`config.mk`:
```
export PLATFORM = sky130hd
export DESIGN_NAME = rtc_top
export DESIGN_NICKNAME = d
export VERILOG_FILES = /design/src/pkg/rtc_pkg.sv /design/src/core/rtc_sync_stage.sv /design/src/core/rtc_prescaler.sv /design/src/core/rtc_top.sv
export VERILOG_INCLUDE_DIRS = /design/src /design/src/pkg
export SDC_FILE = /design/constraint.sdc
export NUM_CORES = 1
export LEC_CHECK = 0
export ABC_AREA = 0
export BUFFER_PORTS_ARGS = -buffer_cell sky130_fd_sc_hd__buf_4
export CAP_MARGIN = 10
export CORE_MARGIN = 10
export CORE_UTILIZATION = 62
export CTS_CLUSTER_DIAMETER = 60
export CTS_CLUSTER_SIZE = 20
export DETAILED_ROUTE_END_ITERATION = 10
export PLACE_DENSITY = 0.9
export SYNTH_ARGS = -nofsm -noshare
export SYNTH_HDL_FRONTEND = slang
export SYNTH_SLANG_ARGS = --single-unit
export TNS_END_PERCENT = 5
```
`constraint.sdc`:
```
create_clock -name i_mclk -period 5.45 [get_ports i_mclk]
set_input_delay 0.545 -clock i_mclk [delete_from_list [all_inputs] [get_ports i_mclk]]
set_output_delay 0.545 -clock i_mclk [all_outputs]
set_load 0.02 [all_outputs]
```
`src/pkg/rtc_regs.svh`:
```
// What this block does
// Sign bit 0 slows the prescaler by skipping; 1 speeds it by double steps.
// Software sets prescaler to divide by two or more before negative correction.
// Seven-bit amount gives that many correction clocks per million timekeeping ticks.
// Two-bit source choice picks fast internal, slow internal, crystal or external pin.
// Software enables and configures the crystal oscillator before choosing it.
// Counter is a low byte and a high byte, both readable and writable.
// Counter and wrap-limit writes take effect two timekeeping ticks later.
// Software waits for count sync pending clear before writing the counter.
// Software waits for wrap sync pending clear before writing the wrap limit.
// Wrap limit is two bytes and resets to all ones.
// Match value is two bytes and resets to zero.
// Interval code 0 is off, 1 to 14 give 4 to 32768 ticks, 15 reserved.
// Writing one to interval timer control bit 0 starts the interval timer.
// Interval sync pending stays high while a control write is crossing over.
// Interval irq enable bit 0 gates the periodic request.
// Periodic flag sets on each periodic event; writing one clears it.
// Drift correction applies only while the drift fix enable bit is set.
// Counter wraps to zero at the wrap limit and sets a write-one-clear flag.
// Counter equal to match value sets a write-one-clear compare flag.
// Prescaler field divides the timekeeping ticks by two to its power.
// Periodic irq output is high while flag and enable are both set.
`ifndef RTC_REGS_SVH
`define RTC_REGS_SVH

`define RTC_IDX_CTRL       5'h00
`define RTC_IDX_STATUS     5'h01
`define RTC_IDX_FLAGS      5'h03
`define RTC_IDX_CRYSTAL_CALIBRATION      5'h06
`define RTC_IDX_SRC        5'h07
`define RTC_IDX_CNT_L      5'h08
`define RTC_IDX_CNT_H      5'h09
`define RTC_IDX_PER_L      5'h0a
`define RTC_IDX_PER_H      5'h0b
`define RTC_IDX_CMP_L      5'h0c
`define RTC_IDX_CMP_H      5'h0d
`define RTC_IDX_PIT_CTRL   5'h10
`define RTC_IDX_PIT_STAT   5'h11
`define RTC_IDX_PIT_IEN    5'h12
`define RTC_IDX_PIT_FLAG   5'h13

`define RTC_CTRL_EN_BIT    0
`define RTC_CTRL_CORR_BIT  2
`define RTC_CTRL_PSC_LSB   3
`define RTC_STAT_CNT_BIT   1
`define RTC_STAT_PER_BIT   2
`define RTC_FLAG_WRAP_BIT  0
`define RTC_FLAG_CMP_BIT   1
`define RTC_CRYSTAL_CALIBRATION_SIGN_BIT 7
`define RTC_PIT_EN_BIT     0
`define RTC_PIT_PER_LSB    3
`define RTC_PIT_BUSY_BIT   0
`define RTC_PIT_IRQ_BIT    0
`define RTC_PIT_RESERVED   4'hf

`define RTC_BYTE_RST       8'h00
`define RTC_CNT_RST        16'h0000
`define RTC_PER_RST        16'hffff
`define RTC_CMP_RST        16'h0000
`define RTC_CORR_WINDOW    1000000
`define RTC_CORR_SLOT_BITS 12

`endif

```
`src/pkg/rtc_pkg.sv`:
```
package rtc_pkg;
    typedef enum logic [1:0] {
        internal_fast_source,
        internal_slow_source,
        crystal_source,
        external_pin_source
    } source_choice_t;

    typedef enum logic [1:0] {
        sync_idle,
        sync_first,
        sync_second
    } sync_state_t;
endpackage : rtc_pkg

```
`src/core/rtc_sync_stage.sv`:
```
`timescale 1ns/1ps
`default_nettype none
module rtc_sync_stage #(
    parameter int W = 16
) (
    input  wire logic             i_mclk,
    input  wire logic             i_arst_n,
    input  wire logic             i_wr,
    input  wire logic [W-1:0]     i_wdata,
    input  wire logic [W/8-1:0]   i_wmask,
    input  wire logic             i_tick,
    output logic                  o_busy,
    output logic                  o_apply,
    output logic [W-1:0]          o_data,
    output logic [W/8-1:0]        o_mask
);
    rtc_pkg::sync_state_t st_q, st_d;
    logic [W-1:0]         data_q, data_d;
    logic [W/8-1:0]       mask_q, mask_d;
    logic [1:0]           seen_q, seen_d;

    always_comb begin
        st_d   = st_q;
        data_d = data_q;
        mask_d = mask_q;
        seen_d = seen_q;
        // Ticks counted since the last write, for the latency check
        if (i_tick && st_q != rtc_pkg::sync_idle && seen_q != 2'h3) seen_d = seen_q + 2'h1;
        case (st_q)
            rtc_pkg::sync_idle: st_d = rtc_pkg::sync_idle;
            rtc_pkg::sync_first: begin
                if (i_tick) st_d = rtc_pkg::sync_second;
            end
            rtc_pkg::sync_second: begin
                if (i_tick) st_d = rtc_pkg::sync_idle;
            end
            default: st_d = rtc_pkg::sync_idle;
        endcase
        if (i_wr) begin
            st_d   = rtc_pkg::sync_first;
            seen_d = 2'h0;
            mask_d = (st_q == rtc_pkg::sync_idle || o_apply) ? i_wmask : (mask_q | i_wmask);
            for (int b = 0; b < W/8; b++) begin
                if (i_wmask[b]) data_d[b*8 +: 8] = i_wdata[b*8 +: 8];
            end
        end
    end

    always_ff @(posedge i_mclk or negedge i_arst_n) begin
        if (!i_arst_n) begin
            st_q   <= rtc_pkg::sync_idle;
            data_q <= '0;
            mask_q <= '0;
            seen_q <= 2'h0;
        end else begin
            st_q   <= st_d;
            data_q <= data_d;
            mask_q <= mask_d;
            seen_q <= seen_d;
        end
    end

    // Load strobe at the second timekeeping tick after the write
    assign o_apply = (st_q == rtc_pkg::sync_second) && i_tick;
    assign o_busy  = (st_q != rtc_pkg::sync_idle);
    assign o_data  = data_q;
    assign o_mask  = mask_q;

    property p_busy_after_write;
        @(posedge i_mclk) disable iff (!i_arst_n) i_wr |=> o_busy && !o_apply;
    endproperty
    a_busy_after_write: assert property (p_busy_after_write) else $error("sync busy not raised by write");

    property p_apply_two_ticks;
        @(posedge i_mclk) disable iff (!i_arst_n) o_apply |-> seen_q == 2'h1;
    endproperty
    a_apply_two_ticks: assert property (p_apply_two_ticks) else $error("applied before second tick");
endmodule : rtc_sync_stage
`default_nettype wire

```
`src/core/rtc_prescaler.sv`:
```
`timescale 1ns/1ps
`default_nettype none
`include "rtc_regs.svh"
module rtc_prescaler #(
    parameter int CORR_WINDOW = `RTC_CORR_WINDOW
) (
    input  wire logic       i_mclk,
    input  wire logic       i_arst_n,
    input  wire logic       i_tick,
    input  wire logic       i_enable,
    input  wire logic [3:0] i_div_exp,
    input  wire logic       i_corr_on,
    input  wire logic       i_corr_faster,
    input  wire logic [6:0] i_corr_amount,
    output logic            o_count_tick
);
    logic [19:0] win_q, win_d;
    logic [6:0]  done_q, done_d;
    logic [14:0] psc_q, psc_d;
    logic        slot;
    logic [1:0]  step;
    logic [15:0] sum;

    // Correction slots are spread over the window, one per 4096 ticks
    assign slot = i_corr_on && (done_q < i_corr_amount)
                  && (win_q[`RTC_CORR_SLOT_BITS-1:0] == '0);
    assign step = !slot ? 2'd1 : (i_corr_faster ? 2'd2 : 2'd0);
    assign sum  = {1'b0, psc_q} + {14'h0, step};
    assign o_count_tick = i_tick && i_enable && ((sum >> i_div_exp) != ({1'b0, psc_q} >> i_div_exp));

    always_comb begin
        win_d  = win_q;
        done_d = done_q;
        psc_d  = psc_q;
        if (i_tick && i_enable) begin
            psc_d = sum[14:0];
            if (win_q == 20'(CORR_WINDOW - 1)) begin
                win_d  = '0;
                done_d = '0;
            end else begin
                win_d  = win_q + 20'h1;
                done_d = done_q + {6'h0, slot};
            end
        end
    end

    always_ff @(posedge i_mclk or negedge i_arst_n) begin
        if (!i_arst_n) begin
            win_q  <= '0;
            done_q <= '0;
            psc_q  <= '0;
        end else begin
            win_q  <= win_d;
            done_q <= done_d;
            psc_q  <= psc_d;
        end
    end

    property p_slow_skip;
        @(posedge i_mclk) disable iff (!i_arst_n)
            (i_tick && i_enable && slot && !i_corr_faster) |-> !o_count_tick;
    endproperty
    a_slow_skip: assert property (p_slow_skip) else $error("positive correction did not skip");

    property p_no_corr_div1;
        @(posedge i_mclk) disable iff (!i_arst_n)
            (i_tick && i_enable && !i_corr_on && i_div_exp == 4'h0) |-> o_count_tick;
    endproperty
    a_no_corr_div1: assert property (p_no_corr_div1) else $error("tick lost without correction");
endmodule : rtc_prescaler
`default_nettype wire

```
`src/core/rtc_top.sv`:
```
// Local design decision: register access over Avalon-MM.
`timescale 1ns/1ps
`default_nettype none
`include "rtc_regs.svh"
module rtc_top #(
    parameter int CORR_WINDOW = `RTC_CORR_WINDOW
) (
    input  wire logic        i_mclk,
    input  wire logic        i_arst_n,
    input  wire logic [6:0]  i_avs_address,
    input  wire logic        i_avs_read,
    input  wire logic        i_avs_write,
    input  wire logic [31:0] i_avs_writedata,
    input  wire logic [3:0]  i_avs_byteenable,
    output logic [31:0]      o_avs_readdata,
    output logic             o_avs_waitrequest,
    input  wire logic        i_internal_fast_tick,
    input  wire logic        i_internal_slow_tick,
    input  wire logic        i_crystal_tick,
    input  wire logic        i_external_pin_tick,
    output logic             o_periodic_tick_irq
);
    // Bus slave: one wait cycle per access, read data registered
    logic        ack_q, ack_d;
    logic [31:0] rdata_q, rdata_d;
    logic        req;
    logic        wr_go;
    logic [4:0]  idx;
    logic [7:0]  wd;
    logic [7:0]  rd_mux;

    assign req               = i_avs_read | i_avs_write;
    assign o_avs_waitrequest = req & ~ack_q;
    assign wr_go             = i_avs_write & ack_q & i_avs_byteenable[0];
    assign idx               = i_avs_address[6:2];
    assign wd                = i_avs_writedata[7:0];
    assign o_avs_readdata    = rdata_q;

    // Software-visible registers
    logic [7:0]  ctrl_q, ctrl_d;
    logic [7:0]  crystal_calibration_q, crystal_calibration_d;
    logic [1:0]  src_q, src_d;
    logic [15:0] per_sw_q, per_sw_d;
    logic [15:0] cmp_q, cmp_d;
    logic [7:0]  pit_sw_q, pit_sw_d;
    logic        pit_ien_q, pit_ien_d;
    logic        pit_flag_q, pit_flag_d;
    logic        wrap_flag_q, wrap_flag_d;
    logic        cmp_flag_q, cmp_flag_d;

    // Timekeeping state
    logic [15:0] cnt_q, cnt_d;
    logic [15:0] per_q, per_d;
    logic [7:0]  pit_live_q, pit_live_d;
    logic [14:0] pit_cnt_q, pit_cnt_d;

    logic        tk_tick;
    logic        count_tick;
    logic        cnt_wr, per_wr, pit_wr;
    logic [1:0]  byte_sel;
    logic        cnt_busy, per_busy, pit_busy;
    logic        cnt_apply, per_apply, pit_apply;
    logic [15:0] cnt_sdata, per_sdata;
    logic [1:0]  cnt_smask, per_smask;
    logic [7:0]  pit_sdata;
    logic        pit_smask;
    logic [15:0] cnt_next;
    logic        wrap_set, cmp_set;
    logic [3:0]  pit_code;
    logic [15:0] pit_mask;
    logic [14:0] pit_inc;
    logic        pit_on;
    logic        pit_event;

    always_comb begin
        case (rtc_pkg::source_choice_t'(src_q))
            rtc_pkg::internal_fast_source: tk_tick = i_internal_fast_tick;
            rtc_pkg::internal_slow_source: tk_tick = i_internal_slow_tick;
            rtc_pkg::crystal_source:       tk_tick = i_crystal_tick;
            rtc_pkg::external_pin_source:  tk_tick = i_external_pin_tick;
            default:                       tk_tick = 1'b0;
        endcase
    end

    rtc_prescaler #(
        .CORR_WINDOW (CORR_WINDOW)
    ) u_prescaler (
        .i_mclk        (i_mclk),
        .i_arst_n      (i_arst_n),
        .i_tick        (tk_tick),
        .i_enable      (ctrl_q[`RTC_CTRL_EN_BIT]),
        .i_div_exp     (ctrl_q[`RTC_CTRL_PSC_LSB +: 4]),
        .i_corr_on     (ctrl_q[`RTC_CTRL_CORR_BIT]),
        .i_corr_faster (crystal_calibration_q[`RTC_CRYSTAL_CALIBRATION_SIGN_BIT]),
        .i_corr_amount (crystal_calibration_q[6:0]),
        .o_count_tick  (count_tick)
    );

    assign byte_sel = {idx[0], ~idx[0]};
    assign cnt_wr   = wr_go && (idx == `RTC_IDX_CNT_L || idx == `RTC_IDX_CNT_H);
    assign per_wr   = wr_go && (idx == `RTC_IDX_PER_L || idx == `RTC_IDX_PER_H);
    assign pit_wr   = wr_go && (idx == `RTC_IDX_PIT_CTRL);

    rtc_sync_stage #(.W(16)) u_cnt_sync (
        .i_mclk   (i_mclk),
        .i_arst_n (i_arst_n),
        .i_wr     (cnt_wr),
        .i_wdata  ({wd, wd}),
        .i_wmask  (byte_sel),
        .i_tick   (tk_tick),
        .o_busy   (cnt_busy),
        .o_apply  (cnt_apply),
        .o_data   (cnt_sdata),
        .o_mask   (cnt_smask)
    );

    rtc_sync_stage #(.W(16)) u_per_sync (
        .i_mclk   (i_mclk),
        .i_arst_n (i_arst_n),
        .i_wr     (per_wr),
        .i_wdata  ({wd, wd}),
        .i_wmask  (byte_sel),
        .i_tick   (tk_tick),
        .o_busy   (per_busy),
        .o_apply  (per_apply),
        .o_data   (per_sdata),
        .o_mask   (per_smask)
    );

    rtc_sync_stage #(.W(8)) u_pit_sync (
        .i_mclk   (i_mclk),
        .i_arst_n (i_arst_n),
        .i_wr     (pit_wr),
        .i_wdata  (wd),
        .i_wmask  (1'b1),
        .i_tick   (tk_tick),
        .o_busy   (pit_busy),
        .o_apply  (pit_apply),
        .o_data   (pit_sdata),
        .o_mask   (pit_smask)
    );

    // Counter, wrap and compare
    assign cnt_next = (cnt_q == per_q) ? 16'h0000 : cnt_q + 16'h0001;
    assign wrap_set = count_tick && !cnt_apply && (cnt_q == per_q);
    assign cmp_set  = count_tick && !cnt_apply && (cnt_next == cmp_q);

    always_comb begin
        cnt_d = cnt_q;
        per_d = per_q;
        if (cnt_apply) begin
            for (int b = 0; b < 2; b++) begin
                if (cnt_smask[b]) cnt_d[b*8 +: 8] = cnt_sdata[b*8 +: 8];
            end
        end else if (count_tick) begin
            cnt_d = cnt_next;
        end
        if (per_apply) begin
            for (int b = 0; b < 2; b++) begin
                if (per_smask[b]) per_d[b*8 +: 8] = per_sdata[b*8 +: 8];
            end
        end
    end

    // Interval timer on raw timekeeping ticks
    assign pit_code  = pit_live_q[`RTC_PIT_PER_LSB +: 4];
    assign pit_on    = pit_live_q[`RTC_PIT_EN_BIT];
    assign pit_mask  = 16'(16'h0002 << pit_code) - 16'h0001;
    assign pit_inc   = pit_cnt_q + 15'h0001;
    assign pit_event = tk_tick && pit_on && pit_code != 4'h0 && pit_code != `RTC_PIT_RESERVED
                       && (({1'b0, pit_inc} & pit_mask) == 16'h0000);

    always_comb begin
        pit_live_d = pit_live_q;
        pit_cnt_d  = pit_cnt_q;
        if (pit_smask && pit_apply) pit_live_d = pit_sdata;
        if (!pit_on) pit_cnt_d = '0;
        else if (tk_tick) pit_cnt_d = pit_inc;
    end

    // Register writes; hardware set wins over a write-one clear
    always_comb begin
        ctrl_d      = ctrl_q;
        crystal_calibration_d     = crystal_calibration_q;
        src_d       = src_q;
        per_sw_d    = per_sw_q;
        cmp_d       = cmp_q;
        pit_sw_d    = pit_sw_q;
        pit_ien_d   = pit_ien_q;
        wrap_flag_d = wrap_flag_q;
        cmp_flag_d  = cmp_flag_q;
        pit_flag_d  = pit_flag_q;
        if (wr_go) begin
            case (idx)
                `RTC_IDX_CTRL:     ctrl_d = {1'b0, wd[6:2], 1'b0, wd[0]};
                `RTC_IDX_FLAGS: begin
                    if (wd[`RTC_FLAG_WRAP_BIT]) wrap_flag_d = 1'b0;
                    if (wd[`RTC_FLAG_CMP_BIT])  cmp_flag_d  = 1'b0;
                end
                `RTC_IDX_CRYSTAL_CALIBRATION:    crystal_calibration_d = wd;
                `RTC_IDX_SRC:      src_d = wd[1:0];
                `RTC_IDX_PER_L:    per_sw_d[7:0] = wd;
                `RTC_IDX_PER_H:    per_sw_d[15:8] = wd;
                `RTC_IDX_CMP_L:    cmp_d[7:0] = wd;
                `RTC_IDX_CMP_H:    cmp_d[15:8] = wd;
                `RTC_IDX_PIT_CTRL: pit_sw_d = {1'b0, wd[6:3], 2'b00, wd[0]};
                `RTC_IDX_PIT_IEN:  pit_ien_d = wd[`RTC_PIT_IRQ_BIT];
                `RTC_IDX_PIT_FLAG: begin
                    if (wd[`RTC_PIT_IRQ_BIT]) pit_flag_d = 1'b0;
                end
                default: ctrl_d = ctrl_q;
            endcase
        end
        if (wrap_set)  wrap_flag_d = 1'b1;
        if (cmp_set)   cmp_flag_d  = 1'b1;
        if (pit_event) pit_flag_d  = 1'b1;
    end

    always_comb begin
        case (idx)
            `RTC_IDX_CTRL:     rd_mux = ctrl_q;
            `RTC_IDX_STATUS:   rd_mux = {5'h00, per_busy, cnt_busy, 1'b0};
            `RTC_IDX_FLAGS:    rd_mux = {6'h00, cmp_flag_q, wrap_flag_q};
            `RTC_IDX_CRYSTAL_CALIBRATION:    rd_mux = crystal_calibration_q;
            `RTC_IDX_SRC:      rd_mux = {6'h00, src_q};
            `RTC_IDX_CNT_L:    rd_mux = cnt_q[7:0];
            `RTC_IDX_CNT_H:    rd_mux = cnt_q[15:8];
            `RTC_IDX_PER_L:    rd_mux = per_sw_q[7:0];
            `RTC_IDX_PER_H:    rd_mux = per_sw_q[15:8];
            `RTC_IDX_CMP_L:    rd_mux = cmp_q[7:0];
            `RTC_IDX_CMP_H:    rd_mux = cmp_q[15:8];
            `RTC_IDX_PIT_CTRL: rd_mux = pit_sw_q;
            `RTC_IDX_PIT_STAT: rd_mux = {7'h00, pit_busy};
            `RTC_IDX_PIT_IEN:  rd_mux = {7'h00, pit_ien_q};
            `RTC_IDX_PIT_FLAG: rd_mux = {7'h00, pit_flag_q};
            default:           rd_mux = 8'h00;
        endcase
    end

    always_comb begin
        ack_d   = req & ~ack_q;
        rdata_d = rdata_q;
        if (i_avs_read && !ack_q) rdata_d = {24'h000000, rd_mux};
    end

    always_ff @(posedge i_mclk or negedge i_arst_n) begin
        if (!i_arst_n) begin
            ack_q       <= 1'b0;
            rdata_q     <= 32'h00000000;
            ctrl_q      <= `RTC_BYTE_RST;
            crystal_calibration_q     <= `RTC_BYTE_RST;
            src_q       <= 2'h0;
            per_sw_q    <= `RTC_PER_RST;
            cmp_q       <= `RTC_CMP_RST;
            pit_sw_q    <= `RTC_BYTE_RST;
            pit_ien_q   <= 1'b0;
            wrap_flag_q <= 1'b0;
            cmp_flag_q  <= 1'b0;
            pit_flag_q  <= 1'b0;
            cnt_q       <= `RTC_CNT_RST;
            per_q       <= `RTC_PER_RST;
            pit_live_q  <= `RTC_BYTE_RST;
            pit_cnt_q   <= 15'h0000;
        end else begin
            ack_q       <= ack_d;
            rdata_q     <= rdata_d;
            ctrl_q      <= ctrl_d;
            crystal_calibration_q     <= crystal_calibration_d;
            src_q       <= src_d;
            per_sw_q    <= per_sw_d;
            cmp_q       <= cmp_d;
            pit_sw_q    <= pit_sw_d;
            pit_ien_q   <= pit_ien_d;
            wrap_flag_q <= wrap_flag_d;
            cmp_flag_q  <= cmp_flag_d;
            pit_flag_q  <= pit_flag_d;
            cnt_q       <= cnt_d;
            per_q       <= per_d;
            pit_live_q  <= pit_live_d;
            pit_cnt_q   <= pit_cnt_d;
        end
    end

    assign o_periodic_tick_irq = pit_flag_q & pit_ien_q;

    property p_wrap_to_zero;
        @(posedge i_mclk) disable iff (!i_arst_n) wrap_set |=> (cnt_q == 16'h0000) && wrap_flag_q;
    endproperty
    a_wrap_to_zero: assert property (p_wrap_to_zero) else $error("counter did not wrap to zero");

    property p_compare_flag;
        @(posedge i_mclk) disable iff (!i_arst_n) cmp_set |=> cmp_flag_q && (cnt_q == $past(cmp_q));
    endproperty
    a_compare_flag: assert property (p_compare_flag) else $error("compare flag not set on match");

    property p_cnt_load;
        @(posedge i_mclk) disable iff (!i_arst_n)
            (cnt_apply && cnt_smask == 2'b11) |=> cnt_q == $past(cnt_sdata);
    endproperty
    a_cnt_load: assert property (p_cnt_load) else $error("counter load value lost");

    property p_pit_irq;
        @(posedge i_mclk) disable iff (!i_arst_n) (pit_event && pit_ien_d) |=> o_periodic_tick_irq;
    endproperty
    a_pit_irq: assert property (p_pit_irq) else $error("periodic irq missing after event");

    property p_pit_off_silent;
        @(posedge i_mclk) disable iff (!i_arst_n) (!pit_on || pit_code == 4'h0) |-> !pit_event;
    endproperty
    a_pit_off_silent: assert property (p_pit_off_silent) else $error("periodic event while off");

    property p_irq_gated;
        @(posedge i_mclk) disable iff (!i_arst_n) !pit_ien_q |-> !o_periodic_tick_irq;
    endproperty
    a_irq_gated: assert property (p_irq_gated) else $error("irq not gated by enable");

    property p_bus_answer;
        @(posedge i_mclk) disable iff (!i_arst_n) (req && o_avs_waitrequest) |=> !o_avs_waitrequest;
    endproperty
    a_bus_answer: assert property (p_bus_answer) else $error("bus answer not within one wait cycle");

    c_wrap: cover property (@(posedge i_mclk) disable iff (!i_arst_n) wrap_set);
    c_compare: cover property (@(posedge i_mclk) disable iff (!i_arst_n) cmp_set);
    c_pit_event: cover property (@(posedge i_mclk) disable iff (!i_arst_n) pit_event);
    c_cnt_load: cover property (@(posedge i_mclk) disable iff (!i_arst_n) cnt_apply);
endmodule : rtc_top
`default_nettype wire

```
==> qor.csv <==
stage;metric;value;unit
synth;main flop type after synthesis;dfrtp_1;
global_route;Tot GR Track Use;0.243;
sta;Rel. slew slack;0.251;
placement;port bufs;31;
detailed_routing;DR iter-0 viols;1121;
clock_network;# clock sinks;203;
detailed_routing;first drt pass iteration count;8;
placement;Final GP Congestion;1.01;
clock_network;H-Tree Depth;1;
critical_path;R2R Setup Slk;0.23;ns
detailed_routing;DRC viols;0;
synth;Compound-Gate Fraction of Synth Area;0.147;
critical_path;Worst Setup Start Kind;flip-flop;
synth;share of the synthesized area in the top cell type;0.339;
sta;Final Skew;0.0421;ns
synth;post-synthesis mux area share;0.0960;
power_and_ir_drop;Sw Ratio;0.294;
cells_and_area;area delta synth->final;8.89;%
sta;max-slew violations;0;
die;Core Region;20200;um2
sta;Final period util;0.958;
global_route;maximum number of pins on one net before global-route repair;105;
sta;Final setup viols;0;
cells_and_area;layout cell share with drive strength beyond 1;0.175;
synth;Synth Area in Adders;0.0164;
detailed_routing;via count;10600;
synth;synthesized instance count;1370;
die;Starting Density;0.626;
die;Die W;163;um
cells_and_area;final core area utilization;0.682;
detailed_routing;Vias/cell;6.48;
clock_network;CTS clk-pin slew, worst paths;0.08;ns
clock_network;cts hold-fix bufs;0;
global_route;global-route wire length before repair;53.1;mm
synth;commonest cells in the netlist;nand2_1, dfrtp_1, nor2_1, mux2_2, xnor2_1;
clock_network;Longest Clk Path Bufs;3;
critical_path;crit path DAT;5.63;ns
detailed_routing;DRT Wirelength;33.2;mm
synth;largest family of logic cells by synthesized area;simple AND/OR/NAND/NOR gates;
synth;Synth async-reset ratio;1.00;
cells_and_area;fin nets;1418;
synth;syn avg cell area;9.22;um2
clock_network;Clk Latency, worst-skew pair;0.52;ns
placement;DP Worst Slack;-0.0511;ns
critical_path;Worst Setup End Kind;flip-flop;
synth;synthesis-stage register bit count;203;
sta;WHS;0.108;ns
power_and_ir_drop;pwr dens;278;nW/um2
clock_network;CTS tree;yes;
power_and_ir_drop;Internal Power;2.70;mW
power_and_ir_drop;NetSw;1.12;mW
sta;Worst-Margin Slew;1.12;ns
die;Rows;52;
power_and_ir_drop;Clk pwr share;0.390;
power_and_ir_drop;power consumption;3.82;mW
synth;share of the yosys chip area belonging to registers;0.405;
die;die area;26500;um2
clock_network;CTS Buf Count;18;
global_route;antenna violations before repair;0;
synth;Netlist cell types;83;
critical_path;Critical Path RT;5.86;ns
run;max-cap viol count;0;
power_and_ir_drop;total leakage power;5.87;nW
synth;Post-synth EDFFs;0;
min_path;Hold WC Path Type;primary input to asynchronous set/reset pin;
power_and_ir_drop;Worst VDD drop;0.000258;V
power_and_ir_drop;Seq pwr share;0.446;
synth;Mapped Area;12600;um2
clock_network;clock tree root buffer cell;clkbuf_16;
synth;top post-synthesis cells by area;dfrtp_1, mux2_2, dfstp_2, nand2_1, xnor2_1;
sta;final setup TNS;0;ns
synth;xor and xnor fraction of the mapped netlist area;0.0728;
critical_path;CP Class;flip-flop to flip-flop;
critical_path;CP Max Fanout;7;
cells_and_area;fill count;1521;
sta;final hold viol count;0;
detailed_routing;wire length per cell;20.4;um
die;Ports;85;
global_route;grt ovf;0;
synth;top-count cell post-synth;nand2_1;
detailed_routing;Antenna Nets Post-Route;0;
sta;fmax;192;MHz
status;status;finished clean;
placement;hpwl dp;22.8;mm
synth;Yosys top cell by area;dfrtp_1;
sta;crit path time final;5.22;ns
die;Die H;163;um
synth;Synth Area in Simple Gates;0.210;
sta;Worst Slack Setup Final;0.229;ns
global_route;vias in the first global route;10200;
power_and_ir_drop;combinational share of power;0.164;
synth;Ys Warns;0;
cells_and_area;ANT cells;0;
==> layout by cell type (no fill, tap or decap), types with 6 or more instances in the layout <==
| cell type | netlist | final |
|---|---|---|
| o211ai_1 | 6 | 6 |
| a32o_1 | 8 | 8 |
| xor2_1 | 28 | 28 |
| nand3_1 | 53 | 53 |
| nor3_1 | 31 | 31 |
| clkbuf_16 | 0 | 18 |
| o21a_1 | 6 | 6 |
| a22o_1 | 6 | 6 |
| o21ai_0 | 48 | 47 |
| nor2b_1 | 6 | 6 |
| and2_1 | 30 | 30 |
| a221o_1 | 12 | 12 |
| inv_1 | 33 | 33 |
| dfstp_2 | 32 | 32 |
| dfrtp_1 | 171 | 169 |
| buf_4 | 24 | 51 |
| nor2_1 | 97 | 96 |
| ha_1 | 15 | 14 |
| mux2_2 | 82 | 82 |
| and3_1 | 22 | 22 |
| or3_1 | 6 | 6 |
| nand2b_1 | 15 | 15 |
| mux2i_1 | 21 | 21 |
| o22ai_1 | 10 | 10 |
| nor3b_1 | 8 | 8 |
| conb_1 | 1 | 24 |
| o32ai_1 | 10 | 8 |
| xnor2_1 | 77 | 77 |
| nand4_1 | 21 | 21 |
| a21oi_1 | 40 | 39 |
| a221oi_1 | 10 | 9 |
| a31oi_1 | 12 | 12 |
| o31ai_1 | 6 | 6 |
| nor4_1 | 11 | 9 |
| a21o_1 | 8 | 8 |
| nand2_1 | 194 | 193 |
| a22oi_1 | 19 | 19 |
==> per-layer routing <==
metal | vias to the layer above | share of wire | GRT usage | wire [um]
met2 | 539 | 0.47 | 0.392 | 15600
met1 | 5105 | 0.40 | 0.321 | 13400
li1 | 4841 | - | - | -
met4 | 0 | 0.041 | 0.0947 | 1360
met3 | 103 | 0.089 | 0.0417 | 2960
met5 | - | 0 | 0 | 0
==> path summary, 6_finish.rpt <==
kind | start | to | cells past startpoint
worst max-delay path | crystal_calibration_q[1] | cnt_q[11] | 24
worst min-delay path | i_arst_n | pit_cnt_q[4] | 1
worst max register to register | crystal_calibration_q[1] | cnt_q[11] | 24
worst min register to register | per_sw_q[15] | per_sw_q[15] | 2
max in group asynchronous | i_arst_n | per_q[12] | 2
min in group i_mclk | i_avs_writedata[7] | per_sw_q[7] | 3
==> logic make-up after synthesis <==
kind of cell    count (synthesis)
flops                         203
fa+ha+maj                      16
compound gates                256
buf+inv                       149
xor+xnor                      105
other cells                     1
simple gates                  533
mux                           107
==> metrics by stage <==
stage          std cells  cell area [um2]
2_1_floorplan       1393            12700
3_3_place_gp        1596            12900
3_5_place_dp        1596            12900
4_1_cts             1628            13600
5_1_grt             1633            13800
6_report            1633            13800
==> power groups by stage <==
stage / Clock [mW] / Sequential (mW) / Combinational, mW
after floorplan: 0 / 1.68 / 0.466
after global placement: 0 / 1.72 / 0.569
after detailed placement: 0 / 1.73 / 0.586
after CTS: 1.50 / 1.70 / 0.595
after global routing: 1.56 / 1.72 / 0.682
final: 1.49 / 1.70 / 0.626
==> worst max-delay path, stage by stage (launching register included) <==
cell and delay (ns):
dfrtp_1 0.37, inv_1 0.05, ha_1 0.28, a21oi_1 0.12
nor2b_1 0.06, o21ai_1 0.12, nand2b_1 0.10, a21oi_2 0.17
nor2b_1 0.06, o21ai_0 0.14, nand4_1 0.17, nor2_2 0.19
fa_2 0.35, nand2_4 0.10, nor4_4 0.32, buf_4 0.16
mux2_2 0.35, nor4_4 0.38, nand3b_1 0.18, a41oi_2 0.16
nor4b_4 0.41, a311oi_2 0.22, buf_4 0.22, a21boi_0 0.13
a221o_1 0.28
==> cell type report <==
class                      instances  area, um2  share of cell area
multi-input combinational       1041       7050               0.513
sequential                       203       5120               0.372
clock buffer                      20        468              0.0340
timing repair buffer              53        417              0.0303
tap                              270        338              0.0246
clock inverter                    12        225              0.0164
inverter                          34        128             0.00928
==> flip-flops by register name, indices dropped and copies added (netlist names), 15 cells and up <==
| signal | flops |
|---|---|
| cmp_q | 16 |
| cnt_q | 16 |
| per_q | 16 |
| per_sw_q | 16 |
| pit_cnt_q | 15 |
| u_cnt_sync.o_data | 16 |
| u_per_sync.o_data | 16 |
| u_prescaler.psc_q | 15 |
| u_prescaler.win_q | 20 |
==> repair_timing <==
item / 4_1_cts / 5_1_grt
pin swaps: 0 / 10
buffers inserted: 0 / 5
resized for setup: 2 / 19
endpoints found under the setup margin: 3 / 16
No activity file was read; power rests on OpenSTA's default activity.
